## src/include/tlsc_pkg.sv

```systemverilog
// constants shared by the launch and stop configuration block
package tlsc_pkg;

  // ----------------------------------------------------------------
  // serial opcodes
  // ----------------------------------------------------------------
  localparam logic [7:0]  OPC_WR_PULSE   = 8'h38;
  localparam logic [7:0]  OPC_RD_PULSE   = 8'hB8;
  localparam logic [7:0]  OPC_WR_STOP    = 8'h39;
  localparam logic [7:0]  OPC_RD_STOP    = 8'hB9;

  // ----------------------------------------------------------------
  // reset values and writable bit masks
  // ----------------------------------------------------------------
  localparam logic [15:0] PULSE_CFG_RST  = 16'h0000;
  localparam logic [15:0] STOP_CFG_RST   = 16'h0000;
  localparam logic [15:0] PULSE_CFG_MASK = 16'hFFF8;  // bits 2:0 reserved
  localparam logic [15:0] STOP_CFG_MASK  = 16'hFFF7;  // bit 3 reserved

  // ----------------------------------------------------------------
  // field positions
  // ----------------------------------------------------------------
  localparam int PCOUNT_LSB  = 8;   // launch_pulse_count 15:8
  localparam int PCOUNT_MSB  = 15;
  localparam int FDIV_LSB    = 4;   // launch_freq_divider 7:4
  localparam int FDIV_MSB    = 7;
  localparam int POL_BIT     = 3;   // stop_edge_polarity
  localparam int HITS_LSB    = 13;  // stop hits 15:13
  localparam int HITS_MSB    = 15;
  localparam int WAVE_LSB    = 7;   // second_ref_wave_select 12:7
  localparam int WAVE_MSB    = 12;
  localparam int CYC_LSB     = 4;   // measure_cycle_setting 6:4
  localparam int CYC_MSB     = 6;
  localparam int TMO_LSB     = 0;   // measure_timeout_setting 2:0
  localparam int TMO_MSB     = 2;

  // ----------------------------------------------------------------
  // limits
  // ----------------------------------------------------------------
  localparam logic [7:0]  MAX_PULSES     = 8'h7F;    // 127
  localparam logic [3:0]  MAX_HITS       = 4'h6;
  localparam logic [5:0]  MIN_WAVE       = 6'h02;

  // ----------------------------------------------------------------
  // timing: core clock -> internal reference -> 2 MHz launch base
  // ----------------------------------------------------------------
  localparam int CORE_CLK_HZ    = 40_000_000;
  localparam int LAUNCH_BASE_HZ = 2_000_000;
  localparam int BASE_REF_DIV   = 2;
  localparam int REF_CLK_HZ     = LAUNCH_BASE_HZ * BASE_REF_DIV;
  localparam int REF_TICK_CYC   = CORE_CLK_HZ / REF_CLK_HZ;  // 10 cycles

endpackage

```

## src/rtl/tlsc_launcher.sv

```systemverilog
// pulse launcher: burst of pulses at a programmable fraction of 2 MHz
`timescale 1ns/100ps
`default_nettype none
module tlsc_launcher
  import tlsc_pkg::*;
(
  input  wire logic       core_clk,
  input  wire logic       rstn,
  input  wire logic       start,
  input  wire logic [7:0] pulse_count,
  input  wire logic [3:0] freq_div,
  output logic            launch_out,
  output logic            launch_busy,
  output logic            launch_done
);

  typedef enum logic [0:0] {
    TLSC_L_IDLE = 1'b0,
    TLSC_L_RUN  = 1'b1
  } tlsc_lstate_type;

  tlsc_lstate_type state_ff;
  logic [3:0]      ref_cnt_ff;
  logic            base_half_ff;
  logic            base_tick;
  logic [3:0]      phase_ff;
  logic [7:0]      left_ff;
  logic [3:0]      div_ff;
  logic            out_ff;
  logic            done_ff;
  logic [7:0]      eff_count;

  // ----------------------------------------------------------------
  // reference tick, then divide by two for the 2 MHz base
  // ----------------------------------------------------------------
  // free running, so the first pulse of a burst waits for the next base tick after start
  always_ff @(posedge core_clk or negedge rstn) begin
    if (!rstn) begin
      ref_cnt_ff   <= 4'h0;
      base_half_ff <= 1'b0;
    end else if (ref_cnt_ff == 4'(REF_TICK_CYC - 1)) begin
      ref_cnt_ff   <= 4'h0;
      base_half_ff <= ~base_half_ff;
    end else begin
      ref_cnt_ff   <= ref_cnt_ff + 4'h1;
    end
  end

  assign base_tick = (ref_cnt_ff == 4'(REF_TICK_CYC - 1)) && base_half_ff;

  // clamp the programmed count to what the launcher can drive
  assign eff_count = (pulse_count > MAX_PULSES) ? MAX_PULSES : pulse_count;

  // ----------------------------------------------------------------
  // burst sequencer
  // ----------------------------------------------------------------
  // one launch period is freq_div+1 base ticks: 1 -> 1 MHz .. 15 -> 125 kHz
  always_ff @(posedge core_clk or negedge rstn) begin
    if (!rstn) begin
      state_ff <= TLSC_L_IDLE;
      phase_ff <= 4'h0;
      left_ff  <= 8'h00;
      div_ff   <= 4'h1;
      out_ff   <= 1'b0;
      done_ff  <= 1'b0;
    end else begin
      done_ff <= 1'b0;
      case (state_ff)
        TLSC_L_IDLE: begin
          out_ff <= 1'b0;
          if (start) begin
            // a zero count or the reserved divider code launches nothing
            if (eff_count == 8'h00 || freq_div == 4'h0) begin
              done_ff <= 1'b1;
            end else begin
              state_ff <= TLSC_L_RUN;
              left_ff  <= eff_count;
              div_ff   <= freq_div;
              phase_ff <= 4'h0;
            end
          end
        end
        TLSC_L_RUN: begin
          if (base_tick) begin
            out_ff <= (phase_ff < 4'((div_ff + 5'h01) >> 1));
            if (phase_ff == div_ff) begin
              phase_ff <= 4'h0;
              left_ff  <= left_ff - 8'h01;
              if (left_ff == 8'h01) begin
                state_ff <= TLSC_L_IDLE;
                done_ff  <= 1'b1;
              end
            end else begin
              phase_ff <= phase_ff + 4'h1;
            end
          end
        end
        default: state_ff <= TLSC_L_IDLE;
      endcase
    end
  end

  assign launch_out  = out_ff;
  assign launch_busy = (state_ff == TLSC_L_RUN);
  assign launch_done = done_ff;

endmodule
`default_nettype wire

```

## src/rtl/tlsc_top.sv

```systemverilog
// launch and stop configuration registers with stop-hit measurement control
`timescale 1ns/100ps
`default_nettype none
module tlsc_top
  import tlsc_pkg::*;
(
  input  wire logic        core_clk,
  input  wire logic        rstn,
  input  wire logic        cmd_valid,
  input  wire logic [7:0]  cmd_opcode,
  input  wire logic [15:0] cmd_wdata,
  output logic [15:0]      rd_data,
  output logic             rd_valid,
  output logic             cmd_unknown,
  input  wire logic        meas_start,
  input  wire logic        comp_in,
  input  wire logic [2:0]  result_sel,
  output logic             launch_out,
  output logic             meas_busy,
  output logic             stop_hit,
  output logic             second_ref_hit,
  output logic             results_write,
  output logic [15:0]      result_time,
  output logic [3:0]       hit_count,
  output logic [2:0]       measure_cycle_setting,
  output logic [2:0]       measure_timeout_setting
);

  typedef enum logic [1:0] {
    TLSC_IDLE   = 2'b00,
    TLSC_LISTEN = 2'b01,
    TLSC_DONE   = 2'b10
  } tlsc_state_type;

  // ----------------------------------------------------------------
  // decode helpers
  // ----------------------------------------------------------------
  // stop-hit code to number of hits
  function automatic logic [3:0] hits_of(input logic [2:0] code);
    logic [3:0] n;
    n = {1'b0, code} + 4'h1;
    hits_of = (n > MAX_HITS) ? MAX_HITS : n;
  endfunction

  // wave select code to wave number
  function automatic logic [5:0] wave_of(input logic [5:0] code);
    wave_of = (code < MIN_WAVE + 6'h01) ? MIN_WAVE : code;
  endfunction

  logic [15:0]    pulse_launch_config_ff;
  logic [15:0]    stop_hit_config_ff;
  logic [15:0]    rd_data_ff;
  logic           rd_valid_ff;
  logic           unknown_ff;
  logic           comp_prev_ff;
  logic           stop_edge;
  logic           stop_edge_polarity;
  tlsc_state_type state_ff;
  logic [15:0]    tdc_cnt_ff;
  logic [3:0]     hit_cnt_ff;
  logic [5:0]     wave_cnt_ff;
  logic [3:0]     target_ff;
  logic [5:0]     wave_sel_ff;
  logic [15:0]    hit_time_ff [0:5];
  logic [15:0]    result_ff;
  logic           stop_hit_ff;
  logic           t2_hit_ff;
  logic           results_ff;
  logic           launch_start;
  logic           is_known;

  // ----------------------------------------------------------------
  // register access by opcode
  // ----------------------------------------------------------------
  assign is_known = (cmd_opcode == OPC_WR_PULSE) || (cmd_opcode == OPC_RD_PULSE)
                 || (cmd_opcode == OPC_WR_STOP)  || (cmd_opcode == OPC_RD_STOP);

  // reserved bits are not stored so they always read back zero
  always_ff @(posedge core_clk or negedge rstn) begin
    if (!rstn) begin
      pulse_launch_config_ff <= PULSE_CFG_RST;
      stop_hit_config_ff     <= STOP_CFG_RST;
    end else if (cmd_valid) begin
      if (cmd_opcode == OPC_WR_PULSE) begin
        pulse_launch_config_ff <= cmd_wdata & PULSE_CFG_MASK;
      end
      if (cmd_opcode == OPC_WR_STOP) begin
        stop_hit_config_ff <= cmd_wdata & STOP_CFG_MASK;
      end
    end
  end

  // read answer one cycle after the opcode; unknown opcodes read zero
  always_ff @(posedge core_clk or negedge rstn) begin
    if (!rstn) begin
      rd_data_ff  <= 16'h0000;
      rd_valid_ff <= 1'b0;
      unknown_ff  <= 1'b0;
    end else begin
      rd_valid_ff <= cmd_valid && (cmd_opcode == OPC_RD_PULSE || cmd_opcode == OPC_RD_STOP);
      unknown_ff  <= cmd_valid && !is_known;
      if (cmd_valid && cmd_opcode == OPC_RD_PULSE) begin
        rd_data_ff <= pulse_launch_config_ff;
      end else if (cmd_valid && cmd_opcode == OPC_RD_STOP) begin
        rd_data_ff <= stop_hit_config_ff;
      end else if (cmd_valid) begin
        rd_data_ff <= 16'h0000;
      end
    end
  end

  // ----------------------------------------------------------------
  // stop comparator slope select
  // ----------------------------------------------------------------
  assign stop_edge_polarity = pulse_launch_config_ff[POL_BIT];

  always_ff @(posedge core_clk or negedge rstn) begin
    if (!rstn) begin
      comp_prev_ff <= 1'b0;
    end else begin
      comp_prev_ff <= comp_in;
    end
  end

  // rising slope when polarity is 0, falling slope when it is 1
  assign stop_edge = stop_edge_polarity ? (comp_prev_ff && !comp_in)
                              : (!comp_prev_ff && comp_in);

  // ----------------------------------------------------------------
  // measurement sequence
  // ----------------------------------------------------------------
  assign launch_start = meas_start && (state_ff != TLSC_LISTEN);

  // settings are latched at start so a mid-measurement write cannot
  // change the hit target under a running count
  always_ff @(posedge core_clk or negedge rstn) begin
    if (!rstn) begin
      state_ff    <= TLSC_IDLE;
      tdc_cnt_ff  <= 16'h0000;
      hit_cnt_ff  <= 4'h0;
      wave_cnt_ff <= 6'h00;
      target_ff   <= 4'h1;
      wave_sel_ff <= MIN_WAVE;
      stop_hit_ff <= 1'b0;
      t2_hit_ff   <= 1'b0;
      results_ff  <= 1'b0;
    end else begin
      stop_hit_ff <= 1'b0;
      t2_hit_ff   <= 1'b0;
      results_ff  <= 1'b0;
      case (state_ff)
        TLSC_IDLE, TLSC_DONE: begin
          if (launch_start) begin
            state_ff    <= TLSC_LISTEN;
            tdc_cnt_ff  <= 16'h0000;
            hit_cnt_ff  <= 4'h0;
            wave_cnt_ff <= 6'h00;
            target_ff   <= hits_of(stop_hit_config_ff[HITS_MSB:HITS_LSB]);
            wave_sel_ff <= wave_of(stop_hit_config_ff[WAVE_MSB:WAVE_LSB]);
          end
        end
        TLSC_LISTEN: begin
          // saturating count: an over-range measurement ends without results
          if (tdc_cnt_ff == 16'hFFFF) begin
            state_ff <= TLSC_IDLE;
          end else begin
            tdc_cnt_ff <= tdc_cnt_ff + 16'h0001;
          end
          if (stop_edge && tdc_cnt_ff != 16'hFFFF) begin
            stop_hit_ff <= 1'b1;
            if (wave_cnt_ff != 6'h3F) begin
              wave_cnt_ff <= wave_cnt_ff + 6'h01;
            end
            if (wave_cnt_ff + 6'h01 == wave_sel_ff) begin
              t2_hit_ff <= 1'b1;
            end
            hit_cnt_ff <= hit_cnt_ff + 4'h1;
            if (hit_cnt_ff + 4'h1 == target_ff) begin
              state_ff   <= TLSC_DONE;
              results_ff <= 1'b1;
            end
          end
        end
        default: state_ff <= TLSC_IDLE;
      endcase
    end
  end

  // ----------------------------------------------------------------
  // hit time store and result read
  // ----------------------------------------------------------------
  // times are only presented once the full set is in
  always_ff @(posedge core_clk or negedge rstn) begin
    if (!rstn) begin
      for (int i = 0; i < 6; i++) begin
        hit_time_ff[i] <= 16'h0000;
      end
    end else if (state_ff == TLSC_LISTEN && stop_edge && hit_cnt_ff < MAX_HITS) begin
      hit_time_ff[hit_cnt_ff[2:0]] <= tdc_cnt_ff;
    end
  end

  always_ff @(posedge core_clk or negedge rstn) begin
    if (!rstn) begin
      result_ff <= 16'h0000;
    end else if (state_ff == TLSC_DONE && {1'b0, result_sel} < target_ff) begin
      result_ff <= hit_time_ff[result_sel];
    end else begin
      result_ff <= 16'h0000;
    end
  end

  // ----------------------------------------------------------------
  // launcher
  // ----------------------------------------------------------------
  tlsc_launcher u_launcher (
    .core_clk    (core_clk),
    .rstn        (rstn),
    .start       (launch_start),
    .pulse_count (pulse_launch_config_ff[PCOUNT_MSB:PCOUNT_LSB]),
    .freq_div    (pulse_launch_config_ff[FDIV_MSB:FDIV_LSB]),
    .launch_out  (launch_out),
    .launch_busy (),
    .launch_done ()
  );

  // ----------------------------------------------------------------
  // outputs
  // ----------------------------------------------------------------
  assign rd_data                 = rd_data_ff;
  assign rd_valid                = rd_valid_ff;
  assign cmd_unknown             = unknown_ff;
  assign meas_busy               = (state_ff == TLSC_LISTEN);
  assign stop_hit                = stop_hit_ff;
  assign second_ref_hit          = t2_hit_ff;
  assign results_write           = results_ff;
  assign result_time             = result_ff;
  assign hit_count               = hit_cnt_ff;
  assign measure_cycle_setting   = stop_hit_config_ff[CYC_MSB:CYC_LSB];
  assign measure_timeout_setting = stop_hit_config_ff[TMO_MSB:TMO_LSB];

endmodule
`default_nettype wire

```

## config.mk

```make
export PLATFORM = sky130hd
export DESIGN_NAME = tlsc_top
export DESIGN_NICKNAME = d
export VERILOG_FILES = /design/src/include/tlsc_pkg.sv /design/src/rtl/tlsc_launcher.sv /design/src/rtl/tlsc_top.sv
export SDC_FILE = /design/constraint.sdc
export NUM_CORES = 1
export LEC_CHECK = 0
export ABC_AREA = 1
export BUFFER_PORTS_ARGS = -buffer_cell sky130_fd_sc_hd__buf_4
export CORE_ASPECT_RATIO = 1.25
export CORE_MARGIN = 1
export CORE_UTILIZATION = 40
export DETAILED_ROUTE_END_ITERATION = 10
export SYNTH_ARGS = -nofsm -noshare
export SYNTH_HDL_FRONTEND = slang
export SYNTH_SLANG_ARGS = --single-unit
```

## constraint.sdc

```tcl
create_clock -name core_clk -period 1.69 [get_ports core_clk]
set_input_delay 0.0845 -clock core_clk [delete_from_list [all_inputs] [get_ports core_clk]]
set_output_delay 0.0845 -clock core_clk [all_outputs]
set_load 0.02 [all_outputs]
```

; ---- Word-level counts from Yosys, hierarchy flattened
; Cells that the tools add are included.
[totals]
reg_bits = 223
input_bits = 32
out_inout_bits = 49
elab_cells = 166
[op_classes]
n_bitwise = 5
n_lt_le_gt_ge = 9
eq_ne = 23
n_reduce_logical = 36
n_addsub = 8
mux = 56
[op_table]
columns = operator, n
row1 = 16-bit 2-to-1 mux, 9
row2 = 96-bit bitwise mux, 1
row3 = 16-bit binary-select mux with 3-bit select, 1
row4 = 16-bit demux with 3-bit select, 1
row5 = 8-bit 2-to-1 mux, 5
row6 = 4-bit 2-to-1 mux, 8
row7 = 16-bit case mux with 2 select lines, 1
row8 = 6-bit 2-to-1 mux, 4
row9 = "16-bit by 1-bit adder with 16-bit output, second input constant", 1
row10 = "16-bit == test, second input constant", 1
row11 = "8-bit by 6-bit == test with 1-bit output, second input constant", 2
row12 = "8-bit == test, second input constant", 2
row13 = "16-bit inequality test, second input constant", 1
row14 = 4-bit case mux with 2 select lines, 2
row15 = 8-bit case mux with 2 select lines, 1
row16 = 1-bit 2-to-1 mux, 15
row17 = 1-bit logical AND, 13
row18 = "4-bit by 1-bit adder with 4-bit output, second input constant", 3
row19 = "2-bit inequality test, second input constant", 6
row20 = 6-bit case mux with 2 select lines, 1
row21 = 3-bit AND reduction, 4
row22 = 4-bit == test, 2
row23 = "8-bit by 1-bit == test with 1-bit output, second input constant", 1
row24 = "4-bit greater-or-equal comparator, second input constant", 2
row25 = 32 further kinds, 50

; ---- Depth between registers and ports, before layout
; Gate-level depths: netlist (run 1).
[logic_depth]
word_depth = 7
mapped_depth = 11
depth_no_buf = 10

; ---- Hierarchy
; Synthesis (run 1) repeated with hierarchy kept, for this count alone.
[hier_totals]
cells_unflattened = 1358
hier_area_um2 = 10811.6
[by_module_without_submodules]
columns = module, area_each_um2, seq_area_each_um2, n_inst, cells_each
row1 = tlsc_top, 9158.8, 5007.3, 1, 1134
row2 = tlsc_launcher, 1652.8, 601.8, 1, 224

; ---- Worst setup path after synthesis (run 1)
; Ideal clock, no wire load.
[synth_path]
path_type = flip-flop to flip-flop
start = register hit_cnt_ff[2] (netlist: hit_count[2])
end = register hit_time_ff[76] in the netlist's numbering
t_arrival_ns = 1.506
required_ns = 1.570
stages_incl_launch_ff = 11
period_less_slack_ns = 1.626
path_slack_ns = 0.064
setup_time_ns = 0.120
cell_sequence = dfrtp_1 -> buf_2 -> inv_1 -> o21ai_1 -> nor2_4 -> nand2_4 -> nor2_8 -> nand2_4 -> buf_6 -> nand2_1 -> o21ai_2
[synth_between]
elab_chain_len = 6
[synth_lines]
columns = element, line_no
row1 = from (decl), tlsc_top.sv:60  ; logic [3:0] hit_cnt_ff;
row2 = from (signal assigned), tlsc_top.sv:177  ; hit_cnt_ff <= hit_cnt_ff + 4'h1;
row3 = 3-bit inverter with 4-bit output (not written as such), tlsc_top.sv:199  ; hit_time_ff[hit_cnt_ff[2:0]] <= tdc_cnt_ff;
row4 = 4-bit greater-or-equal comparator (not written as such) or 4-bit by 1-bit < comparator with 1-bit output (tied branches), tlsc_top.sv:199
row5 = 1-bit logical AND (not written as such), tlsc_top.sv:199
row6 = 16-bit 2-to-1 mux (not written as such), tlsc_top.sv:199
row7 = 16-bit demux with 3-bit select, tlsc_top.sv:199
row8 = 96-bit bitwise mux, tlsc_top.sv:199
row9 = "to (signal, indexed assignment)", tlsc_top.sv:199
row10 = to (decl), tlsc_top.sv:64  ; logic [15:0] hit_time_ff [0:5];
; Several ways; a longest one is shown, not always the timed one.
; A chain may end at the register's enable or synchronous reset.

; ---- Final worst setup path (run 1)
[layout_path]
start = register comp_prev_ff
end = register hit_time_ff[43] in the netlist's numbering
[layout_between]
elab_chain_len = 5
[layout_lines]
columns = element, line_no
row1 = from (decl), tlsc_top.sv:55  ; logic comp_prev_ff;
row2 = from (signal assigned), tlsc_top.sv:121  ; comp_prev_ff <= comp_in;
row3 = 1-bit logical NOT, tlsc_top.sv:127  ; : (!comp_prev_ff && comp_in);
row4 = 1-bit logical AND, tlsc_top.sv:127
row5 = 1-bit 2-to-1 mux *, tlsc_top.sv:126  ; assign stop_edge = stop_edge_polarity ? (comp_prev_ff && !comp_in)
row6 = 1-bit logical AND * (2 in series), tlsc_top.sv:198  ; end else if (state_ff == TLSC_LISTEN && stop_edge && hit_cnt_ff < MAX_HITS) begin
; Mark *: on every way between the ends. The rest lies on a longest branch, timed or not.

==> summary.txt, run 1 <==
Floorplan
  • Placement Rows: between 60 and 70
  • Num ports: slightly above 80
  • Die Span X: 148 µm
  • Core Footprint: 26,000 µm²
  • Die area: 27,200 µm²
  • Starting Density: about two fifths
  • Die Span Y: approximately 180 µm

Clock tree
  • Clock buffer depth: 3
  • Clock Latency Late Sink: 0.51 ns
  • H-tree depth: 1
  • Clock sink count: 223
  • CTS root buf: clkbuf_16
  • CTS buffer count: 24
  • CTS clk-pin slew, worst paths: ~0.060 ns
  • TritonCTS clock tree: built

Yosys
  • Post-synth EDFFs: 0
  • Post-synth ARST share: 100%
  • Largest cells by area after synthesis: dfrtp_1, nand2_1, o21ai_0, nand3_1, inv_1
  • Ys Warns: 0
  • Synth unique cells: between 40 and 50
  • Syn Inst Count: around 1,300
  • Synth area leader: dfrtp_1
  • Ys flop type: dfrtp_1
  • Mean post-synth cell area: around 8.4 µm²
  • Flops & latches, synth: about 220
  • Synthesized net count: 1,309
  • Synth top area share: between 50 and 60%
  • Post-synthesis sequential area ratio: 52.6%
  • Post-Syn Area: 10,600 µm²

GRT
  • All-layer global routing usage: 20.4%
  • Largest net degree at the start of global routing: 54
  • Antenna violations before repair: 0
  • First-pass GRT wire length: about 45 mm
  • Vias in the first global route: between 8,000 and 9,000
  • Gr ovfl total: 0

Run status
  • Status: complete, no violations

Timing
  • Tmin final: 1.62 ns
  • # setup viols final: 0
  • Final worst slack: 0.0736 ns
  • Clock Skews: 0.00793 ns
  • FMAX: 619 MHz
  • Final TNS setup: 0 ns
  • Slew HR: 71.5%
  • Fin. max-slew vios: 0
  • Final cycle utilization of the critical path: 95.6%
  • RSZ-0062 raised after global routing: true
  • Hold Fails Final Rpt: 0
  • Tightest Pin Transition: 0.427 ns

Drt
  • Detail Route Antenna Nets: 0
  • Routed Wire Length: around 26 mm
  • Via density: between 5 and 6
  • Via Count: 8,901
  • Routed len/inst: between 10 and 15 µm
  • Iteration-0 DRC Markers: 459
  • Drt pass-1 iters: 5
  • DR DRC count: 0

Power
  • Switch Pwr: about 5.0 mW
  • Switching share of power: 31.3%
  • Max VDD drop: between 0.7 and 0.8 mV
  • Reg power frac: about 42%
  • P_leak: 6.37 nW
  • Tot Pwr: between 15 and 20 mW
  • Pwr/cell area: 1220 nW/µm²
  • Comb pwr share: 25.0%
  • Cell-internal power: approximately 11 mW
  • Clock power share: 33.4%

Place
  • Placed instance area: roughly 12,000 µm²
  • Placed insts: 1,696
  • Worst slack, placed: a little over 0.004 ns
  • Port buffer count: 80
  • Final HPWL DP: 18.1 mm
  • Routability cong.: approximately 0.87

Critical path
  • Crit path kind: reg2reg
  • Worst endpoint data arrival time: between 2 and 2.5 ns
  • Crit path cell chain: o21ai_0 -> nand2_1 -> inv_1 -> nand2_4 -> nor2_8 -> nand2_4 -> nand2_1 -> o21ai_2
  • Critical path depth in cells: 8
  • Crit-path max FO: 32
  • Setup crit end kind: flop
  • Worst r2r path cells: 8
  • Buffer and inverter count on the worst path: 1
  • Critical Path Slowest Stage Cell: dfrtp_1
  • Kind of cell adding the most delay to the critical path: simple AND/OR/NAND/NOR gates
  • WP data required: 2.08 ns
  • Startpoint types: flop
  • Slowest cell delay on critical path: approximately 0.37 ns

Flow run
  • MaxCap Viol Count: 0

Layout
  • Final nets: roughly 1,500
  • # diodes: 0
  • Area delta synth->final: 23.6%
  • Share of cells above drive strength 1: between 10% and 20%
  • Finished Layout Cells: 1,768
  • Fin area: around 13,000 µm²

Hold path
  • Hold Crit Class: in2async
## worst reg2reg max path, delay by kind of cell (launching register included)
kind,cells,cell delay [ns]
buf+inv,1,0.16
simple gates,5,0.74
flops,1,0.37
compound gates,2,0.22
## cells in the final DEF, fill, tap and decap left out, drive strengths merged, types with 7 or more instances in the layout
| cell | instances |
|---|---|
| o211ai | 14 |
| xor2 | 16 |
| nor2 | 79 |
| dlygate4sd3 | 25 |
| o21ai | 172 |
| buf | 154 |
| ha | 13 |
| a32oi | 15 |
| nand3 | 91 |
| nand2 | 432 |
| clkbuf | 37 |
| inv | 94 |
| dfrtp | 220 |
| xnor2 | 7 |
| nand4 | 14 |
## synth_stat cells, types with 2 or more instances
cell type and instances:
nand2_1 427, dfrtp_1 220, o21ai_0 109, inv_1 91
nand3_1 89, nor2_1 75, o21ai_1 40, o21ai_2 23
clkbuf_1 22, buf_2 17, xor2_1 16, a32oi_1 15
o211ai_1 14, ha_1 13, nand4_1 11, buf_6 9
buf_4 7, xnor2_1 7, a21oi_1 6, nor3_1 6
or2_2 5, buf_1 4, nand2_4 4, a31oi_1 3
dfstp_2 3, nand3b_1 3, nand4_2 3, o22ai_1 3
a21boi_0 2, a22oi_1 2, inv_2 2, nand3_2 2
nor2_8 2
## final timing paths
check	end	slack [ns]	startpoint
setup reg to reg	hit_time_ff[43]	0.07	comp_prev_ff
max in group asynchronous	wave_sel_ff[1]	0.92	rstn
min in group core_clk	cmd_unknown	0.08	cmd_opcode[4]
hold / removal	hit_time_ff[91]	0.08	rstn
setup / recovery	hit_time_ff[43]	0.07	comp_prev_ff
hold reg to reg	hit_time_ff[70]	0.48	hit_time_ff[70]
## metrics by stage
stage | hold slack, ns | utilization, %
2_1_floorplan | -0.211 | -
3_3_place_gp | 0.0375 | 45.9
3_5_place_dp | 0.0352 | 45.9
4_1_cts | 0.0509 | 50.0
5_1_grt | 0.0988 | 50.4
6_report | 0.0810 | 50.4
## routing by layer
layer | track usage [%] | part of all wire, % | up-vias
met4 | 6.56 | 2.6 | 0
li1 | - | - | 4416
met2 | 36.1 | 50 | 212
met5 | 0 | 0 | -
met3 | 3.00 | 4.6 | 48
met1 | 25.5 | 43 | 4225
## kinds of logic after synthesis
kind of cell / count (synthesis) / synth area share (%)
compound gates: 220 / 12.3
xor+xnor: 23 / 1.90
fa+ha+maj: 13 / 1.53
buf+inv: 154 / 6.56
flops: 223 / 52.6
simple gates: 631 / 25.0
## power groups by stage
stage | combinational, mW | sequential, mW | clock [mW]
6_report | 4.01 | 6.67 | 5.37
4_1_cts | 4.03 | 6.66 | 5.53
3_3_place_gp | 3.92 | 6.74 | 0
3_5_place_dp | 3.97 | 6.75 | 0
2_1_floorplan | 2.44 | 6.76 | 0
5_1_grt | 4.54 | 6.77 | 5.78
## layout make-up
class / count / area, µm²
Clock buffer: 37 / 731
Sequential cell: 223 / 5580
Inverter: 95 / 359
Fill cell: 2472 / 12900
Clock inverter: 7 / 85.1
Timing Repair Buffer: 179 / 1530
Tap cell: 340 / 425
Multi-Input combinational cell: 887 / 4400
## repair_timing
action                                  4_1_cts  5_1_grt
pin swaps                                     0        8
endpoints found under the setup margin        1       71
resized for setup                             1       26
cloned                                        0        1
setup buffers                                 0        2
hold endpoints to repair                    252        0
hold buffers                                 25        0
## registers in the layout, indices dropped and copies added (netlist names), 6 cells and up
register and count:
tdc_cnt_ff 16, rd_data 16, u_launcher.left_ff 8, pulse_launch_config_ff 13
stop_hit_config_ff 15, wave_cnt_ff 6, result_time 16, wave_sel_ff 6
hit_time_ff 96
(Power assumes the default switching activity.)
==> run 2: changes to the inputs <==
Settings changed: GPL_ROUTABILITY_DRIVEN set to 0, SYNTH_HIERARCHICAL set to 1.
==> run 2 against run 1 <==
Net effect: sequential power grew 4.5%; design area grew 1.5%; sequential cell count did not move; total power increased by 2.4%; critical path type is now reg2out.
==> summary.txt, run 2 <==
Run status
  • Status: complete, no violations

Clock tree
  • Clock buffer depth: 3 (unchanged)
  • CTS buffer count: 25 (+4.2%)
  • TritonCTS clock tree: built
  • CTS root buf: clkbuf_16
  • Clock sink count: 223 (unchanged)
  • Clock Latency Late Sink: 0.52 ns (about the same)
  • CTS clk-pin slew, worst paths: 0.06 ns (about the same)
  • H-tree depth: 1 (unchanged)

Critical path
  • Setup crit end kind: output pin
  • Worst r2r path cells: 7 (-1)
  • Critical R2R Launch: u_launcher/div_ff[0]
  • Crit path kind: reg2out
  • Crit-path max FO: 9 (-72%)
  • WP data required: 1.61 ns (-0.47 ns)
  • Worst endpoint data arrival time: 1.55 ns (-0.46 ns)
  • Critical R2R Capture: u_launcher/launch_out
  • Startpoint types: flop
  • R2r setup slk: 0.09 ns (+0.02 ns)

Drt
  • Detail Route Antenna Nets: 0 (unchanged)
  • Routed Wire Length: 27.3 mm (+3.2%)
  • Routed len/inst: 14.8 µm (-1.4%)
  • Via density: 5.00 (-0.74%)
  • Drt pass-1 iters: 6 (+1)
  • DR DRC count: 0 (unchanged)
  • Via Count: 9,245 (+3.9%)
  • Iteration-0 DRC Markers: 469 (+2.2%)

Yosys
  • Synthesized net count: 1,400 (+7.0%)
  • Post-Syn Area: 10,800 µm² (+1.6%)
  • Ys Warns: 6 (+6)
  • Mean post-synth cell area: 7.96 µm² (-5.2%)
  • Syn Inst Count: 1,354 (+7.1%)

Timing
  • Final cycle utilization of the critical path: 96.8% (+1.1 points)
  • # setup viols final: 0 (unchanged)
  • Final TNS setup: 0 ns (unchanged)
  • Hold Fails Final Rpt: 0 (unchanged)
  • Slew HR: 71.8% (+0.30 points)
  • Tightest Pin Transition: 0.423 ns (-0.00417 ns)
  • Fin Hold WS: 0.0142 ns (-0.0668 ns)
  • FMAX: 611 MHz (-1.2%)
  • Tmin final: 1.64 ns (+0.0192 ns)
  • RSZ-0062 raised after global routing: true
  • Fin. max-slew vios: 0 (unchanged)
  • Clock Skews: 0.0127 ns (+0.00473 ns)
  • Final worst slack: 0.0544 ns (-0.0192 ns)

Floorplan
  • Die Span Y: 185 µm (+0.77%)
  • Starting Density: 41.0% (+0.24 points)
  • Die area: 27,600 µm² (+1.5%)
  • Core Footprint: 26,300 µm² (+0.95%)
  • Num ports: 81 (unchanged)
  • Die Span X: 149 µm (+0.77%)
  • Placement Rows: 66 (unchanged)

Power
  • P_leak: 6.46 nW (+1.4%)
  • Clock power share: 31.6% (-1.8 points)
  • Cell-internal power: 11.1 mW (+0.42%)
  • Reg power frac: 42.4% (+0.9 points)
  • Tot Pwr: 16.4 mW (+2.4%)
  • Switch Pwr: 5.36 mW (+6.7%)
  • Pwr/cell area: 1240 nW/µm² (+0.90%)
  • Max VDD drop: 0.817 mV (+12%)
  • Comb pwr share: 26.0% (+1.0 points)
  • Switching share of power: 32.6% (+1.3 points)

Layout
  • # diodes: 0 (unchanged)
  • Fin util: 50.7% (+0.26 points)
  • Multi-input logic area: 4500 µm² (+2.4%)
  • Share of cells above drive strength 1: 15.6% (-2.2 points)
  • Number of flip-flops in the largest register: 96 (unchanged)
  • Fill cells: 2,518 (+1.9%)
  • Area delta synth->final: 23.5% (about the same)
  • Register name with the most flops: hit_time_ff
  • Total area of sequential cells: 5590 µm² (about the same)
  • Commonest non-fill, non-tap cells in the layout: nand2_1, dfrtp_1, o21ai_0, nor2_1, buf_4
  • Final nets: 1,538 (+5.7%)
  • Most common cell after layout, fill and taps aside: nand2_1

GRT
  • First-pass GRT wire length: 46.1 mm (+2.9%)
  • Largest net degree at the start of global routing: 65 (+20%)
  • All-layer global routing usage: 20.8% (+0.43 points)
  • Antenna violations before repair: 0 (unchanged)
  • Vias in the first global route: 9,083 (+1.1%)
  • Gr ovfl total: 0 (unchanged)

Hold path
  • Hold Crit Class: in2async

Place
  • Worst slack, placed: 0.0479 ns (+0.0438 ns)
  • Final HPWL DP: 18.5 mm (+2.4%)
  • Port buffer count: 80 (unchanged)

Flow run
  • MaxCap Viol Count: 0 (unchanged)
[run 2: layer usage]
metal | track usage (%) | up-vias | wire length [µm]
met5 | 0 | - | 0
met4 | 6.12 | 0 | 669
met3 | 2.75 | 41 | 1050
met2 | 37.6 | 198 | 14000
met1 | 25.8 | 4387 | 11600
li1 | - | 4619 | -
[run 2: power by group through the flow]
stage	sequential [mW]	clock, mW	combinational (mW)
floorplan	7.01	0	2.51
global placement	7.01	0	4.01
detailed placement	7.03	0	4.07
CTS	6.96	5.32	4.23
global route	7.11	5.55	4.83
finish	6.97	5.19	4.26
[run 2: worst max path at each step]
stage,from,to,slack (ns),cells past startpoint
after global placement,state_ff[0],u_launcher/left_ff[7],0.08,10
after CTS,state_ff[1],meas_busy,0.003,6
after detailed placement,tdc_cnt_ff[0],tdc_cnt_ff[13],0.05,9
after global routing,hit_count[2],hit_time_ff[21],-0.03,7
after floorplan,tdc_cnt_ff[0],tdc_cnt_ff[13],0.05,9
final,state_ff[0],meas_busy,0.05,5
[run 2: cell type report]
cell class	count	share of cell area, %
flip-flops and latches	223	42.0
multi-input cells	956	33.8
repair buffers	176	12.0
clock buffers	37	5.27
well taps	340	3.20
inverters	110	3.12
clock inverters	8	0.593
[run 2: critical path: stages, from the launching register on]
cell and delay, ns:
dfrtp_2 0.44, nand2_4 0.13, buf_8 0.16, inv_4 0.06, buf_6 0.12, buf_6 0.13
[run 2: repair_timing]
item | CTS | global route
pin swaps | 0 | 5
cloned | 0 | 0
setup buffers | 1 | 1
hold buffers | 26 | 0
hold endpoints to repair | 250 | 0
gates resized for setup | 6 | 27
setup endpoints to repair | 1 | 44
[run 2: metrics by stage]
stage | area (µm²) | cells
5_1_grt | 13300 | 1850
3_3_place_gp | 12200 | 1777
3_5_place_dp | 12200 | 1777
4_1_cts | 13200 | 1849
2_1_floorplan | 10800 | 1354
6_report | 13300 | 1850
